## src/pkg/hcc_pkg.sv

```systemverilog
// constants and types shared by the host cpu, coprocessor and cache interface
package hcc_pkg;

    localparam int ADDR_W = 24;
    localparam int MID_LSB = 8;
    localparam int MID_W = 9;
    localparam int TAG_W = 7;
    localparam int TAG_LSB_DEF = 16;
    localparam int SYNC_W = 53;

    // status decode {mem_or_io_n, data_or_ctrl_n, write_or_read_n}
    localparam logic [2:0] CYC_INTA = 3'h0;
    localparam logic [2:0] CYC_IO_RD = 3'h2;
    localparam logic [2:0] CYC_IO_WR = 3'h3;
    localparam logic [2:0] CYC_CODE_RD = 3'h4;
    localparam logic [2:0] CYC_HALT = 3'h5;
    localparam logic [2:0] CYC_MEM_RD = 3'h6;
    localparam logic [2:0] CYC_MEM_WR = 3'h7;

    // coprocessor i/o ports: top address bit set and low byte in f8..ff; the error clear port f0 needs no top bit
    localparam int FPU_SEL_BIT = 23;
    localparam logic [7:0] FPU_PORT_BASE = 8'hf8;
    localparam logic [7:0] FPU_PORT_MASK = 8'hf8;
    localparam logic [7:0] FPU_CLR_PORT = 8'hf0;

    // one t-state is two periods of the 2x master clock
    localparam int T_STATE_CLKS = 2;
    localparam int FILL_WORDS = 4;

    // dma byte placement inside the a[16:8] field
    localparam int DMA16_POS = 1;
    localparam int DMA8_POS = 0;

    localparam logic RST_HIGH = 1'b1;
    localparam logic [1:0] RST_WE_N = 2'h3;
    localparam logic [MID_W-1:0] RST_MID_OE_N = 9'h1ff;

    typedef enum logic [6:0] {
        ST_IDLE = 7'h01,
        ST_T2 = 7'h02,
        ST_LOCAL = 7'h04,
        ST_RDHIT = 7'h08,
        ST_FILL = 7'h10,
        ST_WRITE = 7'h20,
        ST_DONE = 7'h40
    } hcc_state_t;

endpackage : hcc_pkg

```

## src/logic/hcc_sync2.sv

```systemverilog
// two flip-flop synchroniser for a bundle of pin inputs
`timescale 1ns/100ps
`default_nettype none
module hcc_sync2 #(
    parameter int W = 1,
    parameter logic [W-1:0] RST_VAL = '1
) (
    input wire logic i_clock,
    input wire logic i_rst_n,
    input wire logic i_clk_en,
    input wire logic [W-1:0] i_async,
    output logic [W-1:0] o_sync
);
    logic [W-1:0] meta;
    logic [W-1:0] next_meta;
    logic [W-1:0] next_sync;

    always_comb begin
        next_meta = i_clk_en ? i_async : meta;
        next_sync = i_clk_en ? meta : o_sync;
    end

    always_ff @(posedge i_clock or negedge i_rst_n) begin
        if (!i_rst_n) begin
            meta <= RST_VAL;
            o_sync <= RST_VAL;
        end else begin
            meta <= next_meta;
            o_sync <= next_sync;
        end
    end
endmodule : hcc_sync2
`default_nettype wire

```

## src/logic/hcc_host_if.sv

```systemverilog
// host cpu cycle decode, dma address turnaround, coprocessor status and cache control
`timescale 1ns/100ps
`default_nettype none
module hcc_host_if #(
    parameter int TAG_LSB = hcc_pkg::TAG_LSB_DEF,
    parameter int FILL_WORDS = hcc_pkg::FILL_WORDS
) (
    input wire logic i_clock,
    input wire logic i_rst_n,
    input wire logic i_clk_en,
    input wire logic i_addr_status_n,
    input wire logic i_mem_or_io_n,
    input wire logic i_data_or_ctrl_n,
    input wire logic i_write_or_read_n,
    input wire logic i_high_byte_enable_n,
    input wire logic [6:0] i_cpu_addr_hi,
    input wire logic [7:0] i_cpu_addr_lo,
    input wire logic [8:0] i_cpu_addr_mid,
    output logic [8:0] o_cpu_addr_mid,
    output logic [8:0] o_cpu_addr_mid_oe_n,
    output logic o_ready_n,
    input wire logic i_dma8_addr_strobe,
    input wire logic i_dma16_addr_strobe,
    input wire logic i_dma8_enable_n,
    input wire logic i_dma16_enable_n,
    input wire logic [7:0] i_periph_data_low,
    input wire logic i_fpu_error_n,
    input wire logic i_fpu_busy_in_n,
    output logic o_busy_n,
    output logic o_fpu_irq_n,
    input wire logic i_local_ready_in_n,
    input wire logic i_local_claim_n,
    output logic o_cache_oe_n,
    output logic [1:0] o_cache_byte_we_n,
    output logic o_tagram_we_n,
    input wire logic [6:0] i_tag,
    output logic [6:0] o_tag,
    output logic o_tag_oe_n,
    input wire logic i_dirty_bit,
    output logic o_dirty_bit,
    output logic o_dirty_bit_oe_n,
    output logic o_cache_a1_toggle,
    output logic o_cache_a2_toggle
);
    localparam int FILL_CLKS = FILL_WORDS * hcc_pkg::T_STATE_CLKS;
    localparam int CNT_W = $clog2(FILL_CLKS);

    ////////////////////////////////////////////////////////////////////////////////////////////
    // pin synchronisers: every input here comes from off-chip
    logic [hcc_pkg::SYNC_W-1:0] raw_in;
    logic [hcc_pkg::SYNC_W-1:0] sync_in;
    logic ads_s, mio_s, dc_s, wr_s, bhe_s;
    logic [hcc_pkg::ADDR_W-1:0] addr_s;
    logic s8_s, s16_s, aen8_s, aen16_s;
    logic [7:0] xd_s;
    logic err_s, busy_s, rdy_s, claim_s, dirty_s;
    logic [6:0] tag_s;

    assign raw_in = {i_addr_status_n, i_mem_or_io_n, i_data_or_ctrl_n, i_write_or_read_n,
                     i_high_byte_enable_n, i_cpu_addr_hi, i_cpu_addr_mid, i_cpu_addr_lo,
                     i_dma8_addr_strobe, i_dma16_addr_strobe, i_dma8_enable_n, i_dma16_enable_n,
                     i_periph_data_low, i_fpu_error_n, i_fpu_busy_in_n, i_local_ready_in_n,
                     i_local_claim_n, i_tag, i_dirty_bit};

    // local ready crosses here: the two stages are the one t-state it costs
    hcc_sync2 #(.W(hcc_pkg::SYNC_W), .RST_VAL('1)) u_sync (
        .i_clock(i_clock),
        .i_rst_n(i_rst_n),
        .i_clk_en(i_clk_en),
        .i_async(raw_in),
        .o_sync(sync_in)
    );

    assign {ads_s, mio_s, dc_s, wr_s, bhe_s, addr_s, s8_s, s16_s, aen8_s, aen16_s,
            xd_s, err_s, busy_s, rdy_s, claim_s, tag_s, dirty_s} = sync_in;

    ////////////////////////////////////////////////////////////////////////////////////////////
    // dma address turnaround onto a[16:8]
    logic [7:0] dma_byte, next_dma_byte;
    logic [8:0] next_mid, next_mid_oe_n;

    always_comb begin
        next_dma_byte = dma_byte;
        if (s16_s || s8_s) begin
            next_dma_byte = xd_s;
        end
        next_mid = o_cpu_addr_mid;
        next_mid_oe_n = hcc_pkg::RST_MID_OE_N;
        if (!aen16_s) begin
            next_mid[hcc_pkg::DMA16_POS +: 8] = dma_byte;
            next_mid_oe_n[hcc_pkg::DMA16_POS +: 8] = 8'h00;
        end else if (!aen8_s) begin
            next_mid[hcc_pkg::DMA8_POS +: 8] = dma_byte;
            next_mid_oe_n[hcc_pkg::DMA8_POS +: 8] = 8'h00;
        end
    end

    always_ff @(posedge i_clock or negedge i_rst_n) begin
        if (!i_rst_n) begin
            dma_byte <= 8'h00;
            o_cpu_addr_mid <= 9'h000;
            o_cpu_addr_mid_oe_n <= hcc_pkg::RST_MID_OE_N;
        end else if (i_clk_en) begin
            dma_byte <= next_dma_byte;
            o_cpu_addr_mid <= next_mid;
            o_cpu_addr_mid_oe_n <= next_mid_oe_n;
        end
    end

    ////////////////////////////////////////////////////////////////////////////////////////////
    // cpu cycle state machine and cache strobes
    hcc_pkg::hcc_state_t state, next_state;
    logic [CNT_W-1:0] cnt, next_cnt;
    logic [2:0] cyc, next_cyc;
    logic [hcc_pkg::ADDR_W-1:0] addr, next_addr;
    logic [1:0] lanes, next_lanes;
    logic next_ready_n, next_oe_n, next_tag_we_n, next_dirty_out, next_a1, next_a2;
    logic [1:0] next_we_n;
    logic [6:0] next_tag_out;
    logic [CNT_W-1:0] fill_word;
    logic is_read, tag_hit, cyc_start, word_last;

    assign cyc_start = (state == hcc_pkg::ST_IDLE) && !ads_s;
    assign is_read = (cyc == hcc_pkg::CYC_MEM_RD) || (cyc == hcc_pkg::CYC_CODE_RD);
    assign tag_hit = (tag_s == addr[TAG_LSB +: hcc_pkg::TAG_W]);
    assign fill_word = cnt / CNT_W'(hcc_pkg::T_STATE_CLKS);
    assign word_last = (cnt % CNT_W'(hcc_pkg::T_STATE_CLKS)) == CNT_W'(hcc_pkg::T_STATE_CLKS - 1);

    always_comb begin
        next_state = state;
        next_cnt = cnt;
        next_cyc = cyc;
        next_addr = addr;
        next_lanes = lanes;
        next_ready_n = 1'b1;
        next_oe_n = 1'b1;
        next_we_n = hcc_pkg::RST_WE_N;
        next_tag_we_n = 1'b1;
        next_tag_out = o_tag;
        next_dirty_out = o_dirty_bit;
        next_a1 = o_cache_a1_toggle;
        next_a2 = o_cache_a2_toggle;
        unique case (state)
            hcc_pkg::ST_IDLE: begin
                if (cyc_start) begin
                    next_state = hcc_pkg::ST_T2;
                    next_cyc = {mio_s, dc_s, wr_s};
                    next_addr = addr_s;
                    next_lanes = {!bhe_s, !addr_s[0]};
                end
            end
            hcc_pkg::ST_T2: begin
                next_cnt = '0;
                if (!claim_s) begin
                    next_state = hcc_pkg::ST_LOCAL;
                end else if (is_read) begin
                    next_state = tag_hit ? hcc_pkg::ST_RDHIT : hcc_pkg::ST_FILL;
                end else if (cyc == hcc_pkg::CYC_MEM_WR) begin
                    next_state = tag_hit ? hcc_pkg::ST_WRITE : hcc_pkg::ST_DONE;
                end else begin
                    next_state = hcc_pkg::ST_DONE;
                end
            end
            hcc_pkg::ST_LOCAL: begin
                if (!rdy_s) begin
                    next_state = hcc_pkg::ST_DONE;
                end
            end
            hcc_pkg::ST_RDHIT: begin
                next_oe_n = 1'b0;
                next_cnt = cnt + 1'b1;
                if (word_last) begin
                    next_state = hcc_pkg::ST_DONE;
                end
            end
            hcc_pkg::ST_FILL: begin
                next_a1 = fill_word[0];
                next_a2 = fill_word[1];
                next_cnt = cnt + 1'b1;
                if (cnt == '0) begin
                    next_tag_we_n = 1'b0;
                    next_tag_out = addr[TAG_LSB +: hcc_pkg::TAG_W];
                    next_dirty_out = 1'b0;
                end
                if (word_last) begin
                    next_we_n = 2'b00;
                end
                if (cnt == CNT_W'(FILL_CLKS - 1)) begin
                    next_state = hcc_pkg::ST_DONE;
                end
            end
            hcc_pkg::ST_WRITE: begin
                next_cnt = cnt + 1'b1;
                if (word_last) begin
                    // write hit marks the line dirty for the later write-back
                    next_we_n = ~lanes;
                    next_tag_we_n = 1'b0;
                    next_tag_out = addr[TAG_LSB +: hcc_pkg::TAG_W];
                    next_dirty_out = 1'b1;
                    next_state = hcc_pkg::ST_DONE;
                end
            end
            hcc_pkg::ST_DONE: begin
                next_ready_n = 1'b0;
                next_a1 = 1'b0;
                next_a2 = 1'b0;
                next_state = hcc_pkg::ST_IDLE;
            end
            default: begin
                next_state = hcc_pkg::ST_IDLE;
            end
        endcase
    end

    always_ff @(posedge i_clock or negedge i_rst_n) begin
        if (!i_rst_n) begin
            state <= hcc_pkg::ST_IDLE;
            cnt <= '0;
            cyc <= 3'h0;
            addr <= '0;
            lanes <= 2'h0;
            o_ready_n <= hcc_pkg::RST_HIGH;
            o_cache_oe_n <= hcc_pkg::RST_HIGH;
            o_cache_byte_we_n <= hcc_pkg::RST_WE_N;
            o_tagram_we_n <= hcc_pkg::RST_HIGH;
            o_tag_oe_n <= hcc_pkg::RST_HIGH;
            o_dirty_bit_oe_n <= hcc_pkg::RST_HIGH;
            o_tag <= 7'h00;
            o_dirty_bit <= 1'b0;
            o_cache_a1_toggle <= 1'b0;
            o_cache_a2_toggle <= 1'b0;
        end else if (i_clk_en) begin
            state <= next_state;
            cnt <= next_cnt;
            cyc <= next_cyc;
            addr <= next_addr;
            lanes <= next_lanes;
            o_ready_n <= next_ready_n;
            o_cache_oe_n <= next_oe_n;
            o_cache_byte_we_n <= next_we_n;
            o_tagram_we_n <= next_tag_we_n;
            o_tag_oe_n <= next_tag_we_n;
            o_dirty_bit_oe_n <= next_tag_we_n;
            o_tag <= next_tag_out;
            o_dirty_bit <= next_dirty_out;
            o_cache_a1_toggle <= next_a1;
            o_cache_a2_toggle <= next_a2;
        end
    end

    ////////////////////////////////////////////////////////////////////////////////////////////
    // coprocessor presence, error latch and busy
    logic present, err_latch, busy_tog;
    logic [1:0] settle, next_settle;
    logic next_present, next_err_latch, next_busy_tog, next_busy_n, next_irq_n;
    logic cyc_is_io, fpu_instr, err_clear;

    assign cyc_is_io = ({mio_s, dc_s} == 2'b01);
    assign fpu_instr = cyc_start && cyc_is_io && addr_s[hcc_pkg::FPU_SEL_BIT]
                       && ((addr_s[7:0] & hcc_pkg::FPU_PORT_MASK) == hcc_pkg::FPU_PORT_BASE);
    assign err_clear = cyc_start && ({mio_s, dc_s, wr_s} == hcc_pkg::CYC_IO_WR)
                       && (addr_s[7:0] == hcc_pkg::FPU_CLR_PORT);

    always_comb begin
        // waits out both synchroniser stages, so their reset value is never taken for the pin
        next_settle = (settle == 2'h3) ? settle : settle + 2'h1;
        next_present = (settle == 2'h2) ? !err_s : present;
        // a new error in the same clock as the clearing write is kept
        next_err_latch = (present && !err_s) || (err_latch && !err_clear);
        next_busy_tog = busy_tog ^ (fpu_instr && !present);
        next_busy_n = !(!busy_s || err_latch || busy_tog);
        next_irq_n = !err_latch;
    end

    always_ff @(posedge i_clock or negedge i_rst_n) begin
        if (!i_rst_n) begin
            present <= 1'b0;
            settle <= 2'h0;
            err_latch <= 1'b0;
            busy_tog <= 1'b0;
            o_busy_n <= hcc_pkg::RST_HIGH;
            o_fpu_irq_n <= hcc_pkg::RST_HIGH;
        end else if (i_clk_en) begin
            present <= next_present;
            settle <= next_settle;
            err_latch <= next_err_latch;
            busy_tog <= next_busy_tog;
            o_busy_n <= next_busy_n;
            o_fpu_irq_n <= next_irq_n;
        end
    end

    ////////////////////////////////////////////////////////////////////////////////////////////
    // checks
    property p_mid_inputs;
        @(posedge i_clock) disable iff (!i_rst_n)
        i_clk_en && aen16_s && aen8_s |=> (o_cpu_addr_mid_oe_n == 9'h1ff);
    endproperty
    a_mid_inputs: assert property (p_mid_inputs) else $error("a[16:8] driven outside dma");

    property p_dma16;
        @(posedge i_clock) disable iff (!i_rst_n)
        i_clk_en && !aen16_s |=> (o_cpu_addr_mid_oe_n == 9'h001) && (o_cpu_addr_mid[8:1] == $past(dma_byte));
    endproperty
    a_dma16: assert property (p_dma16) else $error("16-bit dma address wrong");

    property p_dma8;
        @(posedge i_clock) disable iff (!i_rst_n)
        i_clk_en && aen16_s && !aen8_s |=> (o_cpu_addr_mid_oe_n == 9'h100)
            && (o_cpu_addr_mid[7:0] == $past(dma_byte));
    endproperty
    a_dma8: assert property (p_dma8) else $error("8-bit dma address wrong");

    property p_dma_latch;
        @(posedge i_clock) disable iff (!i_rst_n)
        i_clk_en && (s8_s || s16_s) |=> (dma_byte == $past(xd_s));
    endproperty
    a_dma_latch: assert property (p_dma_latch) else $error("dma byte not latched");

    property p_ready;
        @(posedge i_clock) disable iff (!i_rst_n)
        i_clk_en && (state == hcc_pkg::ST_DONE) |=> !o_ready_n && (state == hcc_pkg::ST_IDLE);
    endproperty
    a_ready: assert property (p_ready) else $error("ready not given after cycle end");

    property p_local;
        @(posedge i_clock) disable iff (!i_rst_n)
        i_clk_en && (state == hcc_pkg::ST_LOCAL) && !rdy_s |=> (state == hcc_pkg::ST_DONE);
    endproperty
    a_local: assert property (p_local) else $error("local ready not passed on");

    property p_no_contention;
        @(posedge i_clock) disable iff (!i_rst_n)
        !(!o_cache_oe_n && (o_cache_byte_we_n != 2'b11));
    endproperty
    a_no_contention: assert property (p_no_contention) else $error("cache oe and we overlap");

    property p_tag_drive;
        @(posedge i_clock) disable iff (!i_rst_n)
        (o_tag_oe_n == o_tagram_we_n) && (o_dirty_bit_oe_n == o_tagram_we_n)
            && (o_tagram_we_n || (o_tag == addr[TAG_LSB +: hcc_pkg::TAG_W]));
    endproperty
    a_tag_drive: assert property (p_tag_drive) else $error("tag or dirty driven without strobe");

    property p_miss;
        @(posedge i_clock) disable iff (!i_rst_n)
        i_clk_en && (state == hcc_pkg::ST_FILL) && (cnt == '0) |=> !o_tagram_we_n && !o_dirty_bit;
    endproperty
    a_miss: assert property (p_miss) else $error("read miss missed tag write");

    property p_err;
        @(posedge i_clock) disable iff (!i_rst_n)
        i_clk_en && err_latch |=> !o_fpu_irq_n && !o_busy_n;
    endproperty
    a_err: assert property (p_err) else $error("error not reported");

    property p_busy;
        @(posedge i_clock) disable iff (!i_rst_n)
        i_clk_en && !busy_s |=> !o_busy_n;
    endproperty
    a_busy: assert property (p_busy) else $error("busy not passed on");

endmodule : hcc_host_if
`default_nettype wire

```

## config.mk

```make
export PLATFORM = sky130hd
export DESIGN_NAME = hcc_host_if
export DESIGN_NICKNAME = d
export VERILOG_FILES = /design/src/pkg/hcc_pkg.sv /design/src/logic/hcc_sync2.sv /design/src/logic/hcc_host_if.sv
export SDC_FILE = /design/constraint.sdc
export NUM_CORES = 1
export LEC_CHECK = 0
export BUFFER_PORTS_ARGS = -buffer_cell sky130_fd_sc_hd__buf_2
export CAP_MARGIN = 20
export CELL_PAD_IN_SITES_DETAIL_PLACEMENT = 1
export CELL_PAD_IN_SITES_GLOBAL_PLACEMENT = 1
export CORE_MARGIN = 10
export CORE_UTILIZATION = 50
export CTS_CLUSTER_DIAMETER = 100
export DETAILED_ROUTE_END_ITERATION = 16
export PLACE_DENSITY_LB_ADDON = 0.1
export SLEW_MARGIN = 20
export SYNTH_ARGS = -nofsm -noshare
export SYNTH_HDL_FRONTEND = slang
export SYNTH_SLANG_ARGS = --single-unit
```

## constraint.sdc

```tcl
create_clock -name i_clock -period 3.6 [get_ports i_clock]
set_clock_uncertainty 0.2 [all_clocks]
set_input_delay 0.54 -clock i_clock [delete_from_list [all_inputs] [get_ports i_clock]]
set_output_delay 0.54 -clock i_clock [all_outputs]
set_load 0.02 [all_outputs]
```

# After elaboration in Yosys (flattened, before gate mapping)
# Cells that the tools add are included.
# word_totals
register_bits	192
wordCells	131
output_inout_bits	37
inputBits	56
# classes
reduce_logical	40
n_bitwise	5
eq_ne	25
addsub	2
muxes	33
# op_table
op	n
$mux 7	12
$pmux 7 s5	1
$mux 8	2
$pmux 7 s2	1
$reduce_and 2->1	7
$eq 3x3->1 const B	4
$ne 2x2->1 const B	6
$logic_and 1x1->1	9
$logic_not 1->1	9
$eq 8x8->1 const B	1
$mux 1	8
$pmux 1 s2	4
$eq 7x1->1 const B	1
$eq 7x2->1 const B	1
$eq 7x3->1 const B	1
$eq 7x4->1 const B	1
$eq 7x5->1 const B	1
$eq 7x6->1 const B	1
$eq 7x7->1	1
$eq 7x7->1 const B	1
$pmux 3 s2	1
$reduce_and 3->1	2
$reduce_bool 2->1	3
$eq 5x5->1 const B	1
other kinds (18)	26

# Longest topological paths before layout
# logic_depth
depth_word	7
ltp_mapped	7
depth_no_buf	7

# Hierarchy
# From an unflattened synthesis, not the netlist that was laid out.
# unflattened
cells_unflattened	504
area_unflattened_um2	7365.8
# by_module_without_submodules
mod	seq_area_each_um2	cells_per_inst	instances	area_per_inst_um2
hcc_sync2	2785.2	224	1	4226.6
hcc_host_if	1615.3	280	1	3139.3

# Worst setup path after synthesis
# No wires, ideal clock.
# synth_path
path_kind	flip-flop to flip-flop
from	register cnt[0]
to	register state[4]
synth_period_minus_slack_ns	2.138
required_ns	3.324
setup_slack_ns	1.462
n_path_buf	0
arrival_ns	1.862
path_stages_with_launch	8
setup_ns	0.076
cell_sequence	dfrtp_1 -> ha_1 -> ha_1 -> nor3b_1 -> a31o_1 -> nand3b_4 -> or4_1 -> o21ai_1
# synth_via
elab_chain_cells	3
word_cells_on_any_way	4
classes_between	eq/ne (3); reduce/logical (1)
# synth_lines
item	line	text
start, declared	hcc_host_if.sv:113	logic [CNT_W-1:0] cnt, next_cnt;
start signal, assigned	hcc_host_if.sv:234	cnt <= next_cnt;
$eq 3x3->1	hcc_host_if.sv:188	if (cnt == CNT_W'(FILL_CLKS - 1)) begin
$ne 2x2->1 (no line)	-	
$reduce_and 5->1 (no line) *	-	
end signal, assigned	hcc_host_if.sv:217	state <= hcc_pkg::ST_IDLE;
end signal, assigned	hcc_host_if.sv:233	state <= next_state;
end, declared	hcc_host_if.sv:112	hcc_pkg::hcc_state_t state, next_state;
# Mark *: on every way between the ends. The rest lies on a longest branch, timed or not.
# A chain may end at the register's enable or synchronous reset.

# Worst setup path in the final report
# layout_path
from	register state[5]
to	register addr[17] in the netlist's numbering
# layout_via
elab_chain_cells	3
# layout_lines
item	line	text
$eq 7x1->1 *	hcc_host_if.sv:123, hcc_host_if.sv:143	
$logic_and 1x1->1	hcc_host_if.sv:123	assign cyc_start = (state == hcc_pkg::ST_IDLE) && !ads_s;
$reduce_and 3->1 (no line) *	-	
end signal, assigned	hcc_host_if.sv:236	addr <= next_addr;
end, declared	hcc_host_if.sv:115	logic [hcc_pkg::ADDR_W-1:0] addr, next_addr;
# Marks and branches as above.

==> metrics.txt <==
worst r2r path cells 4; FF-to-FF setup slack 1.14 ns; CP Class reg2reg; final worst path period share 68.3%; crit-path cells nor4_4 > and4_1 > buf_4 > mux2_1; Ports 93; most frequent cells in the layout mux2_2 (103), dfstp_2 (99), buf_2 (81); total CTS buffers 17; worst setup path startpoint state[5]; Critical-path top delay cell dfrtp_1; clk slew on worst S/H paths 0.06 ns; final worst slack 1.14 ns; VDD IR-drop max 0.343 mV; largest net degree at the start of global routing 78; DR iter-0 viols 178; register area 3930 µm²; RePlAce Congestion 0.777; Power Dens Cells 646 nW/µm²; H-tree level count 4; Vias/cell 5.34; worst hold stages 2; Worst EP arrival 2.56 ns; global-route wire length before repair 23200 µm; Buf+Inv Stages, Crit Path 1; RSZ-0062 raised after global routing no; DP Worst Slack 0.786 ns; P_leak 3.22 nW; hpwl dp 9250 µm; Post-synth ARST share 100%; Core ar. 12700 µm²; Root Buffer clkbuf_16; Final Hold Vio Count 0; Post-synth EDFFs 0; clock sink count 152; GRT overflow 0; post-synth cell types 57; Setup crit end addr[17]; row count 41; Final Critical Period 2.46 ns; Setup crit end kind register; crit-path max FO 12; share of cells above drive strength 1 58.5%; Startpoint Class register; Critical R2R Launch state[5]; Critical Path RT 3.70 ns; Die Y 134 µm; count of maximum capacitance violations 0; r2r endpoint addr[17]; DRC 0; fmax 406 MHz; Resize count post-CTS 0; FILL cells 1280; initial antenna violation count 0; register area share after synthesis 60.4%; Most used DFF post-synth dfstp_2; Die ar. 18000 µm²; Nets 609; Final Slew Violations 0; P&R area growth vs syn 16.7%; Initial Util 51.4%; path length in cells of the critical path 4; CP top delay family simple AND/OR/NAND/NOR gates; Routed Antenna Nets 0; Pre-antenna DRT Iters 4; most common cell after layout, fill and taps aside mux2_2; Routed WL 13600 µm; number of global-route vias before repair 4554; Synth Area per Inst 13.8 µm²; clk_lat worst skew 0.42 ns; PortBufs 83; gr usage total 16.2%; clock tree buffer depth 2; multi-input logic area 2350 µm²; status completed; Worst Hold Class in2reg; synthesized instance count 470; synthesized cell area 6510 µm²; syn nets 531; DP Area 7020 µm²; #FFs+latches synth 152; Slew HR 46.2%; worst-margin pin slew 0.802 ns; ANT cells 0; CTS tree built; vias post-DR 3912; CP peak stage delay 0.56 ns; routed length per placed instance 18.6 µm; setup violators final 0; final instance area 7590 µm²; die width 134 µm; Synthesis Warnings 0; setup TNS 0 ns
[stage by stage]
step                hold slack, ns  std cells  util (%)  power [mW]
CTS                          0.133        733      59.9        4.97
floorplan                   0.0444        470         -        2.92
global route                 0.132        733      59.9        5.18
detailed placement           0.271        700      55.4        3.23
global placement             0.262        700      55.4        3.16
finish                       0.149        733      59.9        4.90
[flip-flops by register name, summed over array words and instances, names as in the netlist, 2 cells and up]
name,count
u_sync.meta,44
u_sync.o_sync,44
o_cpu_addr_mid,9
dma_byte,8
addr,7
o_tag,7
state,7
cnt,3
cyc,3
o_cpu_addr_mid_oe_n,3
lanes,2
o_cache_byte_we_n,2
settle,2
[cell usage after synthesis (all sizes together), types with 7 or more instances]
library cell  instances  area (µm²)
a21oi                11        55.1
buf                  18         125
clkbuf               13        48.8
dfrtp                53        1330
dfstp                99        2600
inv                  15        56.3
mux2                112        1260
nand2                21        78.8
nor2                 12        45.0
o21ai                23         115
o22ai                 7        43.8
xnor2                 7        61.3
[power breakdown]
group          switching, mW  internal [mW]  total [mW]
clock network          0.654           1.05        1.70
registers              0.268           2.12        2.39
logic                  0.423          0.389       0.812
total                   1.35           3.56        4.90
[worst reg2reg max path: stages (launching register included)]
cell	delay [ns]
dfrtp_1	0.56
nor4_4	0.46
and4_1	0.51
buf_4	0.27
mux2_1	0.34
[worst min-delay path by stage]
stage                startpoint              end  slack (ns)
6_report       i_cpu_addr_hi[3]  u_sync.meta[44]        0.15
5_1_grt        i_cpu_addr_lo[5]  u_sync.meta[29]        0.13
4_1_cts        i_cpu_addr_hi[1]  u_sync.meta[42]        0.13
3_5_place_dp           busy_tog         busy_tog        0.27
3_3_place_gp           o_busy_n         o_busy_n        0.26
2_1_floorplan           i_rst_n         addr[16]        0.04
[kinds of logic after synthesis]
logic type      share of synthesized area [%]
compound gates                           6.44
xor+xnor                                 1.48
fa+ha+maj                               0.961
buf+inv                                  3.54
flops                                    60.4
mux                                      19.5
simple gates                             7.69
[layout make-up]
class / instances / area share, %
inverters: 15 / 0.741
clock inverters: 10 / 1.35
well taps: 172 / 2.83
clock buffers: 22 / 6.11
repair buffers: 90 / 6.31
multi-input cells: 272 / 30.9
flip-flops and latches: 152 / 51.7
[metal layers]
| layer | GRT usage [%] | vias to the layer above | wire length (µm) |
|---|---|---|---|
| met5 | 0 | - | 0 |
| met4 | 5.62 | 0 | 166 |
| met3 | 5.23 | 14 | 632 |
| met2 | 26.3 | 75 | 6850 |
| met1 | 19.9 | 2010 | 5990 |
| li1 | - | 1813 | - |
[timing repair]
item                      4_1_cts  5_1_grt
buffers inserted                0        0
hold endpoints to repair       26        0
hold buffers                    1        0
Power figures use the tool's default switching activity.
